**src/rri_map.svh**
```systemverilog
// Register map, reset tables and field positions of the reset initialiser.
// Assumes inclusion by bare name; definitions only.
`ifndef RRI_MAP_SVH
`define RRI_MAP_SVH

// ============================================================
// Register table, one entry per register index
`define RRI_NREG 33
`define RRI_OFS '{8'h00, 8'h01, 8'h02, 8'h03, 8'h04, 8'h05, 8'h07, 8'h0a, 8'h0b, 8'h0c, \
	8'h0e, 8'h0f, 8'h10, 8'h11, 8'h12, 8'h13, 8'h14, 8'h15, 8'h16, 8'h17, 8'h18, \
	8'h19, 8'h1a, 8'h1e, 8'h1f, 8'h81, 8'h85, 8'h87, 8'h8c, 8'h8e, 8'h8f, 8'h91, 8'ha2}
`define RRI_IMPL '{8'hff, 8'hff, 8'hff, 8'hff, 8'hff, 8'h3f, 8'h3f, 8'h1f, 8'hff, 8'hff, \
	8'hff, 8'hff, 8'hff, 8'hff, 8'h7f, 8'hff, 8'hff, 8'hff, 8'hff, 8'hff, 8'h1f, \
	8'hff, 8'h03, 8'hff, 8'hdf, 8'hff, 8'h3f, 8'h3f, 8'hff, 8'h0f, 8'h7f, 8'hff, 8'hff}
`define RRI_PORV '{8'h00, 8'h00, 8'h00, 8'h18, 8'h00, 8'h00, 8'h00, 8'h00, 8'h00, 8'h00, \
	8'h00, 8'h00, 8'h00, 8'h00, 8'h00, 8'h00, 8'h00, 8'h00, 8'h00, 8'h00, 8'h08, \
	8'h00, 8'h02, 8'h00, 8'h00, 8'hff, 8'h3f, 8'h3f, 8'h00, 8'h04, 8'h60, 8'hff, 8'h00}
`define RRI_PORD '{8'h00, 8'h00, 8'hff, 8'hf8, 8'h00, 8'h17, 8'h0f, 8'h1f, 8'hff, 8'hff, \
	8'h00, 8'h00, 8'hff, 8'hff, 8'h7f, 8'h00, 8'h00, 8'hff, 8'hff, 8'hff, 8'h1f, \
	8'hff, 8'h03, 8'h00, 8'hdf, 8'hff, 8'h3f, 8'h3f, 8'hff, 8'h0e, 8'h77, 8'hff, 8'h00}
`define RRI_RSTV '{8'h00, 8'h00, 8'h00, 8'h00, 8'h00, 8'h00, 8'h00, 8'h00, 8'h00, 8'h00, \
	8'h00, 8'h00, 8'h00, 8'h00, 8'h00, 8'h00, 8'h00, 8'h00, 8'h00, 8'h00, 8'h08, \
	8'h00, 8'h02, 8'h00, 8'h00, 8'hff, 8'h3f, 8'h3f, 8'h00, 8'h00, 8'h60, 8'hff, 8'h00}
`define RRI_RSTD '{8'h00, 8'h00, 8'hff, 8'he0, 8'h00, 8'h17, 8'h0f, 8'h1f, 8'hff, 8'hff, \
	8'h00, 8'h00, 8'h00, 8'hff, 8'h7f, 8'h00, 8'h00, 8'hff, 8'hff, 8'hff, 8'h1f, \
	8'hff, 8'h03, 8'h00, 8'hdf, 8'hff, 8'h3f, 8'h3f, 8'hff, 8'h08, 8'h77, 8'hff, 8'h00}

// ============================================================
// Indices of registers with special handling
`define RRI_IX_PCL    2
`define RRI_IX_STATUS 3
`define RRI_IX_TIMER0_COUNT   1
`define RRI_IX_PORT_A_DATA  5
`define RRI_IX_PORT_C_DATA  6
`define RRI_IX_CORE_INTERRUPT_CONTROL 8
`define RRI_IX_PERIPHERAL_INTERRUPT_FLAGS   9
`define RRI_IX_TIMER2_COUNT   13
`define RRI_IX_CONVERTER_RESULT_HIGH 23
`define RRI_IX_PORT_A_DIRECTION  26
`define RRI_IX_POWER_CONTROL_STATUS   29
`define RRI_IX_OSCILLATOR_CONTROL 30
`define RRI_IX_ANALOG_SELECT  31

// ============================================================
// Field positions and constants
`define RRI_BIT_TO    4
`define RRI_BIT_PD    3
`define RRI_BIT_GIE   7
`define RRI_BIT_PORF  1
`define RRI_BIT_BORF  0
`define RRI_BIT_OSTS  3
`define RRI_VECTOR    8'h04
`define RRI_OFS_ISTAT 8'ha0
`define RRI_OFS_IMASK 8'ha1
`define RRI_IRQ_W     4

`endif

```
**src/rri_pkg.sv**
```systemverilog
// Types shared by the reset initialiser modules.
// Assumes nothing beyond a SystemVerilog compiler.
package rri_pkg;

	// ============================================================
	// Reset and wake-up categories
	typedef enum logic [2:0] {
		RRI_POR        = 3'b000,
		RRI_MASTER_CLEAR_PIN_RUN   = 3'b001,
		RRI_MASTER_CLEAR_PIN_SLEEP = 3'b011,
		RRI_WDT_RST    = 3'b010,
		RRI_BOR        = 3'b110,
		RRI_WDT_WAKE   = 3'b111,
		RRI_INT_WAKE   = 3'b101
	} rri_cause_e;

	// ============================================================
	// Decoded initialisation request
	typedef struct packed {
		logic valid;
		logic por;
		logic bor;
		logic wake;
		logic int_wake;
		logic to_ld;
		logic to_v;
		logic pd_ld;
		logic pd_v;
	} rri_init_s;

endpackage

```
**src/rri_top.sv**
```systemverilog
// Special-function register file with reset-category initialisation,
// reached over APB; interrupt status and mask for reset and wake-up events.
// Assumes a single clock, causes reported as one-cycle pulses.
//
// Function
// Interrupt wake with enable loads vector
// Supply dip reset clears power bit 0
// Other resets keep power bit 0
// Analog-selected port pins read zero
// Wake-up leaves interrupt flags set
// Unimplemented bits always read zero
// Unchanged bits keep pre-reset value
// Condition bits follow the actual cause
// Deep supply fall applies power-on values
// Each reset category loads its table values
// Power-on clears power bit 1 only
// Every reset clears global interrupt enable
//
// Implementation choice: register access over APB.
`timescale 1ns/1ns
`include "rri_map.svh"
module rri_top
	import rri_pkg::*;
#(
	parameter int APB_AW = 12
)(
	// Clock and reset
	input  wire logic              pclk,
	input  wire logic              presetn,
	// APB slave
	input  wire logic              psel,
	input  wire logic              penable,
	input  wire logic              pwrite,
	input  wire logic [APB_AW-1:0] paddr,
	input  wire logic [31:0]       pwdata,
	output logic      [31:0]       prdata,
	output logic                   pready,
	output logic                   pslverr,
	// Reset cause report
	input  wire logic              cause_valid,
	input  rri_cause_e             cause,
	input  wire logic              supply_low,
	input  wire logic              osc_stable,
	input  wire logic [7:0]        wake_core_interrupt_control_flags,
	input  wire logic [7:0]        wake_pir_flags,
	// Status out
	output logic                   global_interrupt_enable,
	output logic                   irq
);

	// ============================================================
	// Tables
	localparam int         NREG = `RRI_NREG;
	localparam logic [7:0] OFS  [NREG] = `RRI_OFS;
	localparam logic [7:0] IMPL [NREG] = `RRI_IMPL;
	localparam logic [7:0] PORV [NREG] = `RRI_PORV;
	localparam logic [7:0] PORD [NREG] = `RRI_PORD;
	localparam logic [7:0] RSTV [NREG] = `RRI_RSTV;
	localparam logic [7:0] RSTD [NREG] = `RRI_RSTD;

	function automatic logic [7:0] merge(input logic [7:0] v, input logic [7:0] d,
		input logic [7:0] q);
		merge = (v & d) | (q & ~d);
	endfunction

	// ============================================================
	// Cause decode
	rri_init_s init;

	rri_cause_decode u_dec (
		.cause_valid (cause_valid),
		.cause       (cause),
		.supply_low  (supply_low),
		.init        (init)
	);

	// ============================================================
	// APB decode
	wire logic            setup;
	wire logic            access;
	wire logic [7:0]      idx;
	wire logic            aligned;
	logic      [NREG-1:0] hit;
	wire logic            hit_is;
	wire logic            hit_im;
	wire logic            any_hit;
	wire logic            wr_en;

	assign setup   = psel && !penable;
	assign access  = psel && penable;
	assign idx     = paddr[9:2];
	assign aligned = (paddr[APB_AW-1:10] == '0) && (paddr[1:0] == 2'b00);
	assign hit_is  = aligned && (idx == `RRI_OFS_ISTAT);
	assign hit_im  = aligned && (idx == `RRI_OFS_IMASK);
	assign any_hit = (|hit) || hit_is || hit_im;
	assign wr_en   = access && pwrite && any_hit;
	assign pready  = 1'b1;
	assign pslverr = access && !any_hit;

	// ============================================================
	// Register storage and next values
	logic [7:0] regs_q  [NREG];
	logic [7:0] regs_d  [NREG];
	logic [7:0] tbl_d   [NREG];
	logic [7:0] rd_term [NREG];

	wire logic [7:0] pcl_q;
	wire logic [7:0] status_q;
	wire logic [7:0] power_control_status_q;
	wire logic [7:0] core_interrupt_control_q;
	wire logic [7:0] analog_select_q;
	wire logic [7:0] port_a_data_view;
	wire logic [7:0] port_c_data_view;
	wire logic       gie_pre;
	wire logic [7:0] pcl_step;

	assign pcl_q    = regs_q[`RRI_IX_PCL];
	assign status_q = regs_q[`RRI_IX_STATUS];
	assign power_control_status_q   = regs_q[`RRI_IX_POWER_CONTROL_STATUS];
	assign core_interrupt_control_q = regs_q[`RRI_IX_CORE_INTERRUPT_CONTROL];
	assign analog_select_q  = regs_q[`RRI_IX_ANALOG_SELECT];
	assign gie_pre  = core_interrupt_control_q[`RRI_BIT_GIE];
	assign pcl_step = pcl_q + 8'h01;
	assign global_interrupt_enable = gie_pre;

	// analog pins masked on read
	assign port_a_data_view = regs_q[`RRI_IX_PORT_A_DATA] & {2'b00, ~analog_select_q[5:0]};
	assign port_c_data_view = regs_q[`RRI_IX_PORT_C_DATA] & {6'h3f, ~analog_select_q[7:6]};

	for (genvar i = 0; i < NREG; i++) begin : g_reg
		wire logic wr_hit;

		assign hit[i]  = aligned && (idx == OFS[i]);
		assign wr_hit  = wr_en && hit[i] && (i != `RRI_IX_CONVERTER_RESULT_HIGH);
		// table load per category
		// unchanged bits kept
		assign tbl_d[i] = !init.valid ? (wr_hit ? pwdata[7:0] : regs_q[i]) :
			init.wake ? regs_q[i] :
			init.por ? merge(PORV[i], PORD[i], regs_q[i]) :
			merge(RSTV[i], RSTD[i], regs_q[i]);
		assign rd_term[i] = !hit[i] ? 8'h00 :
			(i == `RRI_IX_PORT_A_DATA) ? port_a_data_view :
			(i == `RRI_IX_PORT_C_DATA) ? port_c_data_view : regs_q[i];

		// unimplemented bits held zero
		always_ff @(posedge pclk or negedge presetn) begin
			if (!presetn) begin
				regs_q[i] <= PORV[i] & IMPL[i];
			end else begin
				regs_q[i] <= regs_d[i] & IMPL[i];
			end
		end
	end

	// ============================================================
	// Cause-specific overrides
	always_comb begin
		regs_d = tbl_d;
		if (init.valid) begin
			// time-out and power-down bits
			if (init.to_ld) begin
				regs_d[`RRI_IX_STATUS][`RRI_BIT_TO] = init.to_v;
			end
			if (init.pd_ld) begin
				regs_d[`RRI_IX_STATUS][`RRI_BIT_PD] = init.pd_v;
			end
			// power bit 1 on power-on
			if (init.por) begin
				regs_d[`RRI_IX_POWER_CONTROL_STATUS][`RRI_BIT_PORF] = 1'b0;
			end
			// supply dip flag
			// bit 0 kept otherwise
			if (init.bor) begin
				regs_d[`RRI_IX_POWER_CONTROL_STATUS][`RRI_BIT_BORF] = 1'b0;
			end
			if (init.wake) begin
				// wake cause flags set
				regs_d[`RRI_IX_CORE_INTERRUPT_CONTROL] = core_interrupt_control_q | wake_core_interrupt_control_flags;
				regs_d[`RRI_IX_PERIPHERAL_INTERRUPT_FLAGS]   = regs_q[`RRI_IX_PERIPHERAL_INTERRUPT_FLAGS] | wake_pir_flags;
				// vector or step
				regs_d[`RRI_IX_PCL]    = (init.int_wake && gie_pre) ? `RRI_VECTOR : pcl_step;
			end else begin
				// reset drops global enable
				regs_d[`RRI_IX_CORE_INTERRUPT_CONTROL][`RRI_BIT_GIE] = 1'b0;
				// oscillator status
				regs_d[`RRI_IX_OSCILLATOR_CONTROL][`RRI_BIT_OSTS] = osc_stable;
			end
		end
	end

	// ============================================================
	// Interrupt status and mask
	logic      [`RRI_IRQ_W-1:0] istat_q;
	logic      [`RRI_IRQ_W-1:0] imask_q;
	wire logic [`RRI_IRQ_W-1:0] ev_set;
	wire logic [`RRI_IRQ_W-1:0] ev_clr;
	wire logic [`RRI_IRQ_W-1:0] istat_d;
	wire logic                  other_rst;

	assign other_rst = init.valid && !init.wake && !init.por && !init.bor;
	assign ev_set    = {other_rst, init.wake, init.bor, init.por};
	assign ev_clr    = (wr_en && hit_is) ? pwdata[`RRI_IRQ_W-1:0] : '0;
	assign istat_d   = (istat_q & ~ev_clr) | ev_set;
	assign irq       = |(istat_q & imask_q);

	always_ff @(posedge pclk or negedge presetn) begin
		if (!presetn) begin
			istat_q <= '0;
			imask_q <= '0;
		end else begin
			istat_q <= istat_d;
			imask_q <= (wr_en && hit_im) ? pwdata[`RRI_IRQ_W-1:0] : imask_q;
		end
	end

	// ============================================================
	// Read data
	logic [7:0] rd_mux;

	always_comb begin
		rd_mux = 8'h00;
		for (int i = 0; i < NREG; i++) begin
			rd_mux = rd_mux | rd_term[i];
		end
		if (hit_is) begin
			rd_mux = {4'h0, istat_q};
		end
		if (hit_im) begin
			rd_mux = {4'h0, imask_q};
		end
	end

	always_ff @(posedge pclk or negedge presetn) begin
		if (!presetn) begin
			prdata <= 32'h0000_0000;
		end else if (setup && !pwrite) begin
			prdata <= {24'h00_0000, rd_mux};
		end
	end
endmodule

```
**src/rri_cause_decode.sv**
```systemverilog
// Decoder from reset cause to the initialisation request.
// Assumes cause inputs are synchronous and one-cycle valid.
`timescale 1ns/1ns
module rri_cause_decode
	import rri_pkg::*;
(
	// Cause in
	input  wire logic       cause_valid,
	input  rri_cause_e      cause,
	input  wire logic       supply_low,
	// Request out
	output rri_init_s       init
);

	// ============================================================
	// Time-out and power-down bits per cause
	function automatic logic [3:0] topd(input rri_cause_e c);
		case (c)
			RRI_POR:        topd = 4'hf;
			RRI_BOR:        topd = 4'hf;
			RRI_MASTER_CLEAR_PIN_SLEEP: topd = 4'he;
			RRI_INT_WAKE:   topd = 4'he;
			RRI_WDT_RST:    topd = 4'h8;
			RRI_WDT_WAKE:   topd = 4'ha;
			default:        topd = 4'h0;
		endcase
	endfunction

	// ============================================================
	// Effective cause
	wire logic       drop_cat;
	rri_cause_e      eff;
	wire logic [3:0] tp;

	assign drop_cat = (cause == RRI_MASTER_CLEAR_PIN_RUN) || (cause == RRI_MASTER_CLEAR_PIN_SLEEP) ||
		(cause == RRI_WDT_RST) || (cause == RRI_BOR);
	// deep dip forces power-on
	assign eff = (supply_low && drop_cat) ? RRI_POR : cause;
	// cause picks status bits
	assign tp = topd(eff);

	assign init.valid    = cause_valid;
	assign init.por      = cause_valid && (eff == RRI_POR);
	assign init.bor      = cause_valid && (eff == RRI_BOR);
	assign init.wake     = cause_valid && ((eff == RRI_WDT_WAKE) || (eff == RRI_INT_WAKE));
	assign init.int_wake = cause_valid && (eff == RRI_INT_WAKE);
	assign init.to_ld    = tp[3];
	assign init.to_v     = tp[2];
	assign init.pd_ld    = tp[1];
	assign init.pd_v     = tp[0];

endmodule

```
**config.mk**
```make
export PLATFORM = sky130hd
export DESIGN_NAME = rri_top
export DESIGN_NICKNAME = d
export VERILOG_FILES = /design/src/rri_pkg.sv /design/src/rri_top.sv /design/src/rri_cause_decode.sv
export VERILOG_INCLUDE_DIRS = /design/src
export SDC_FILE = /design/constraint.sdc
export NUM_CORES = 1
export LEC_CHECK = 0
export ABC_AREA = 0
export BUFFER_PORTS_ARGS = -buffer_cell sky130_fd_sc_hd__buf_2
export CORE_UTILIZATION = 50
export DETAILED_ROUTE_END_ITERATION = 6
export PLACE_DENSITY_LB_ADDON = 0.3
export SLEW_MARGIN = 20
export SYNTH_ARGS = -nofsm -noshare
export SYNTH_HDL_FRONTEND = slang
export SYNTH_SLANG_ARGS = --single-unit
```
**constraint.sdc**
```tcl
create_clock -name pclk -period 2.6 [get_ports pclk]
set_input_delay 0.39 -clock pclk [delete_from_list [all_inputs] [get_ports pclk]]
set_output_delay 0.39 -clock pclk [all_outputs]
set_load 0.01 [all_outputs]
```
==> out/metrics.yaml <==
cts:
  cts_buffers: 28
  cts_max_path_buffers: 3
  path_clk_slew_ps: 60
  numClockSinks: 245
  cts_tree: "yes"
  htreeDepth: 1
  clk_latency_ps: 560
  root_buffer: "clkbuf_16"
detailed_routing:
  vias: 11700
  dr.first_iter.drc_count: 1511
  routed_wl_mm: 47.9
  drt_drc_violations_left: 0
  wire_per_inst_um: 25.6
  firstDrtPassIters: 5
  ant_nets: 0
  vias_per_cell: 6.28
layout:
  final_area_um2: 16000
  area_growth_pct: 24.6
  num-nets-final: 1589
  num_antenna_cells: 0
  drive_above_1_share_pct: 30.8
  fillerInstances: 2034
power:
  p_comb_share_pct: 7.8
  power_frac_clock_pct: 47.5
  p_switching_mw: 2.17
  internal-power_mw: 6.55
  ir_drop_mv: 0.480
  sw_frac_of_total_pct: 24.9
  pwr-share-seq_pct: 44.6
  leakage_nw: 7.17
  p_per_area_nw_per_um2: 544
synth:
  synth_ff_type: "dfrtp_1"
  synth_cells: 1329
  yosys.area.top_type: "dfrtp_1"
  synth_edf_count: 0
  synth_area_per_cell_um2: 9.68
  yosys.area.top_type_share_pct: 40.8
  synth.area.top_cells: "dfrtp_1, nand2_1, dfstp_2"
  ys_ff_latch: 245
  yosysWarnings: 0
  synth-async-reset-ratio_pct: 100
  synth_area_um2: 12900
  yosysUniqueCellTypes: 78
  synth_seq_area_share_pct: 48.0
sta:
  rsz0062_at_grt: "no"
  fin_worst_skew_ps: 14.5
  hold_viol: 0
  fin_crit_ps: 2510
  timing.fmax_mhz: 399
  max_slew.worst_pin.slew_ps: 943
  slew_headroom_pct: 37.1
  maxSlewViolCount: 0
  finalCritPeriodShare_pct: 96.5
  finalSetupViolations: 0
  setup_slack_ps: 91.9
worst_setup_path:
  startpoint_type: "primary input"
  critPathKind: "primary input to output port"
  worstPathMaxFanout: 10
  worstPathRequired_ps: 2210
  cp.arrival_ps: 2120
  worstSetupEndpointType: "output port"
  r2r_slack_ps: 540
grt:
  grt_use_total_pct: 36.9
  overflow: 0
  grt_max_degree: 87
  first_global_vias: 11400
  grt_pass1_wl_mm: 71.5
  grt_antenna_before_repair: 0
floorplanning:
  die_width_um: 162
  core_area_um2: 25200
  io_pins: 107
  num_rows: 58
  dieArea_um2: 26400
  die_h_um: 162
  start_util_pct: 51.1
flow_run:
  max_cap_violations: 0
status:
  outcome: "finished, final reports clean"
worst_hold_path:
  hp-class: "primary input to flop"
place:
  pre_cts_ws_ps: -85.1
  place_area_um2: 14900
  dpl.hpwl_mm: 33.4
  gp_congestion: 1.04
  portBuffers: 57
-- Yosys cell counts (8+ instances only) --
cell and n:
nor2_1 69, o22ai_1 28, a22oi_1 43, nor3_2 14, mux2_2 72, o21ai_0 115
and3_1 20, a32oi_1 13, buf_4 31, nor3_4 8, dfstp_2 35, nand2_1 256
dfrtp_1 210, a21oi_1 15, clkbuf_1 59, inv_1 9, buf_2 37, nor3_1 22
nand3_1 30, a22o_1 26, nand4_1 31, mux2i_1 30
-- metal layers --
layer	share of wire [%]	vias up	track usage (%)
li1	-	5170	-
met1	41	5758	50.7
met2	44	687	56.6
met3	9.7	127	5.47
met4	5.6	0	19.7
met5	0	-	0
-- logic make-up after synthesis --
kind of cell | synth area share (%)
mux | 9.07
buf+inv | 5.46
flops | 48.0
simple gates | 21.2
fa+ha+maj | 0.0972
compound gates | 15.6
xor+xnor | 0.476
other cells | 0.0584
-- final timing paths --
| check | from | end | cells past startpoint |
|---|---|---|---|
| min | osc_stable | regs_q[19] | 3 |
| min reg2reg | regs_q[90] | regs_q[90] | 2 |
| min in group asynchronous | presetn | core_interrupt_control_q[5] | 2 |
| max in group asynchronous | presetn | regs_q[81] | 3 |
| max reg2reg | regs_q[60] | prdata[4] | 6 |
| max | paddr[8] | pslverr | 8 |
-- layout by cell type (no fill, tap or decap), types with 28 or more instances in the layout --
cell type	n
nand2_1	255
nand3_1	30
mux2_2	72
nand4_1	31
dfrtp_1	210
mux2i_1	30
o22ai_1	28
nor2_1	68
buf_4	183
clkbuf_16	29
buf_2	52
o21ai_0	115
dfstp_2	35
a22oi_1	43
-- registers in the layout, indices dropped and copies added (netlist names) --
register	cells
istat_q	4
pcl_q	8
power_control_status_q	4
imask_q	4
prdata	8
status_q	8
regs_q	193
core_interrupt_control_q	8
analog_select_q	8
-- cell type report --
class | count | area (µm²) | area share, %
Clock buffer | 35 | 757 | 4.72
Clock inverter | 17 | 213 | 1.33
Inverter | 9 | 33.8 | 0.211
Multi-Input combinational cell | 965 | 6180 | 38.6
Sequential cell | 245 | 6170 | 38.5
Tap cell | 330 | 413 | 2.58
Timing Repair Buffer | 268 | 2250 | 14.1
-- stage by stage --
| stage | instances | power (mW) | setup TNS [ps] | util, % | hold WS, ps |
|---|---|---|---|---|---|
| after floorplan | 1352 | 4.25 | 0 | - | 94.4 |
| after global placement | 1806 | 4.58 | -778 | 59.0 | 413 |
| after detailed placement | 1806 | 4.59 | -545 | 59.0 | 412 |
| after CTS | 1860 | 8.71 | 0 | 63.0 | 67.4 |
| after global routing | 1869 | 8.94 | 0 | 63.6 | 108 |
| final | 1869 | 8.72 | 0 | 63.6 | 74.1 |
-- what timing repair did --
action,4_1_cts,5_1_grt
setup buffers,1,9
pin swaps,2,8
resized for setup,5,20
endpoints found under the setup margin,1,1
hold endpoints to repair,57,0
cloned,0,1
hold buffers,1,0
-- power by group through the flow --
stage	clock, mW	sequential (mW)	combinational [mW]
after floorplan	0	3.94	0.313
after global placement	0	3.95	0.628
after detailed placement	0	3.95	0.635
after CTS	4.17	3.89	0.644
after global routing	4.32	3.89	0.728
final	4.15	3.89	0.684
-- worst max-delay path, stage by stage --
cell and delay (ps):
buf_2 190, and4bb_1 260, buf_4 170, o21ai_0 190
a21oi_1 110, o41ai_2 460, and3_4 250, buf_6 100
No activity file was read; power rests on OpenSTA's default activity.
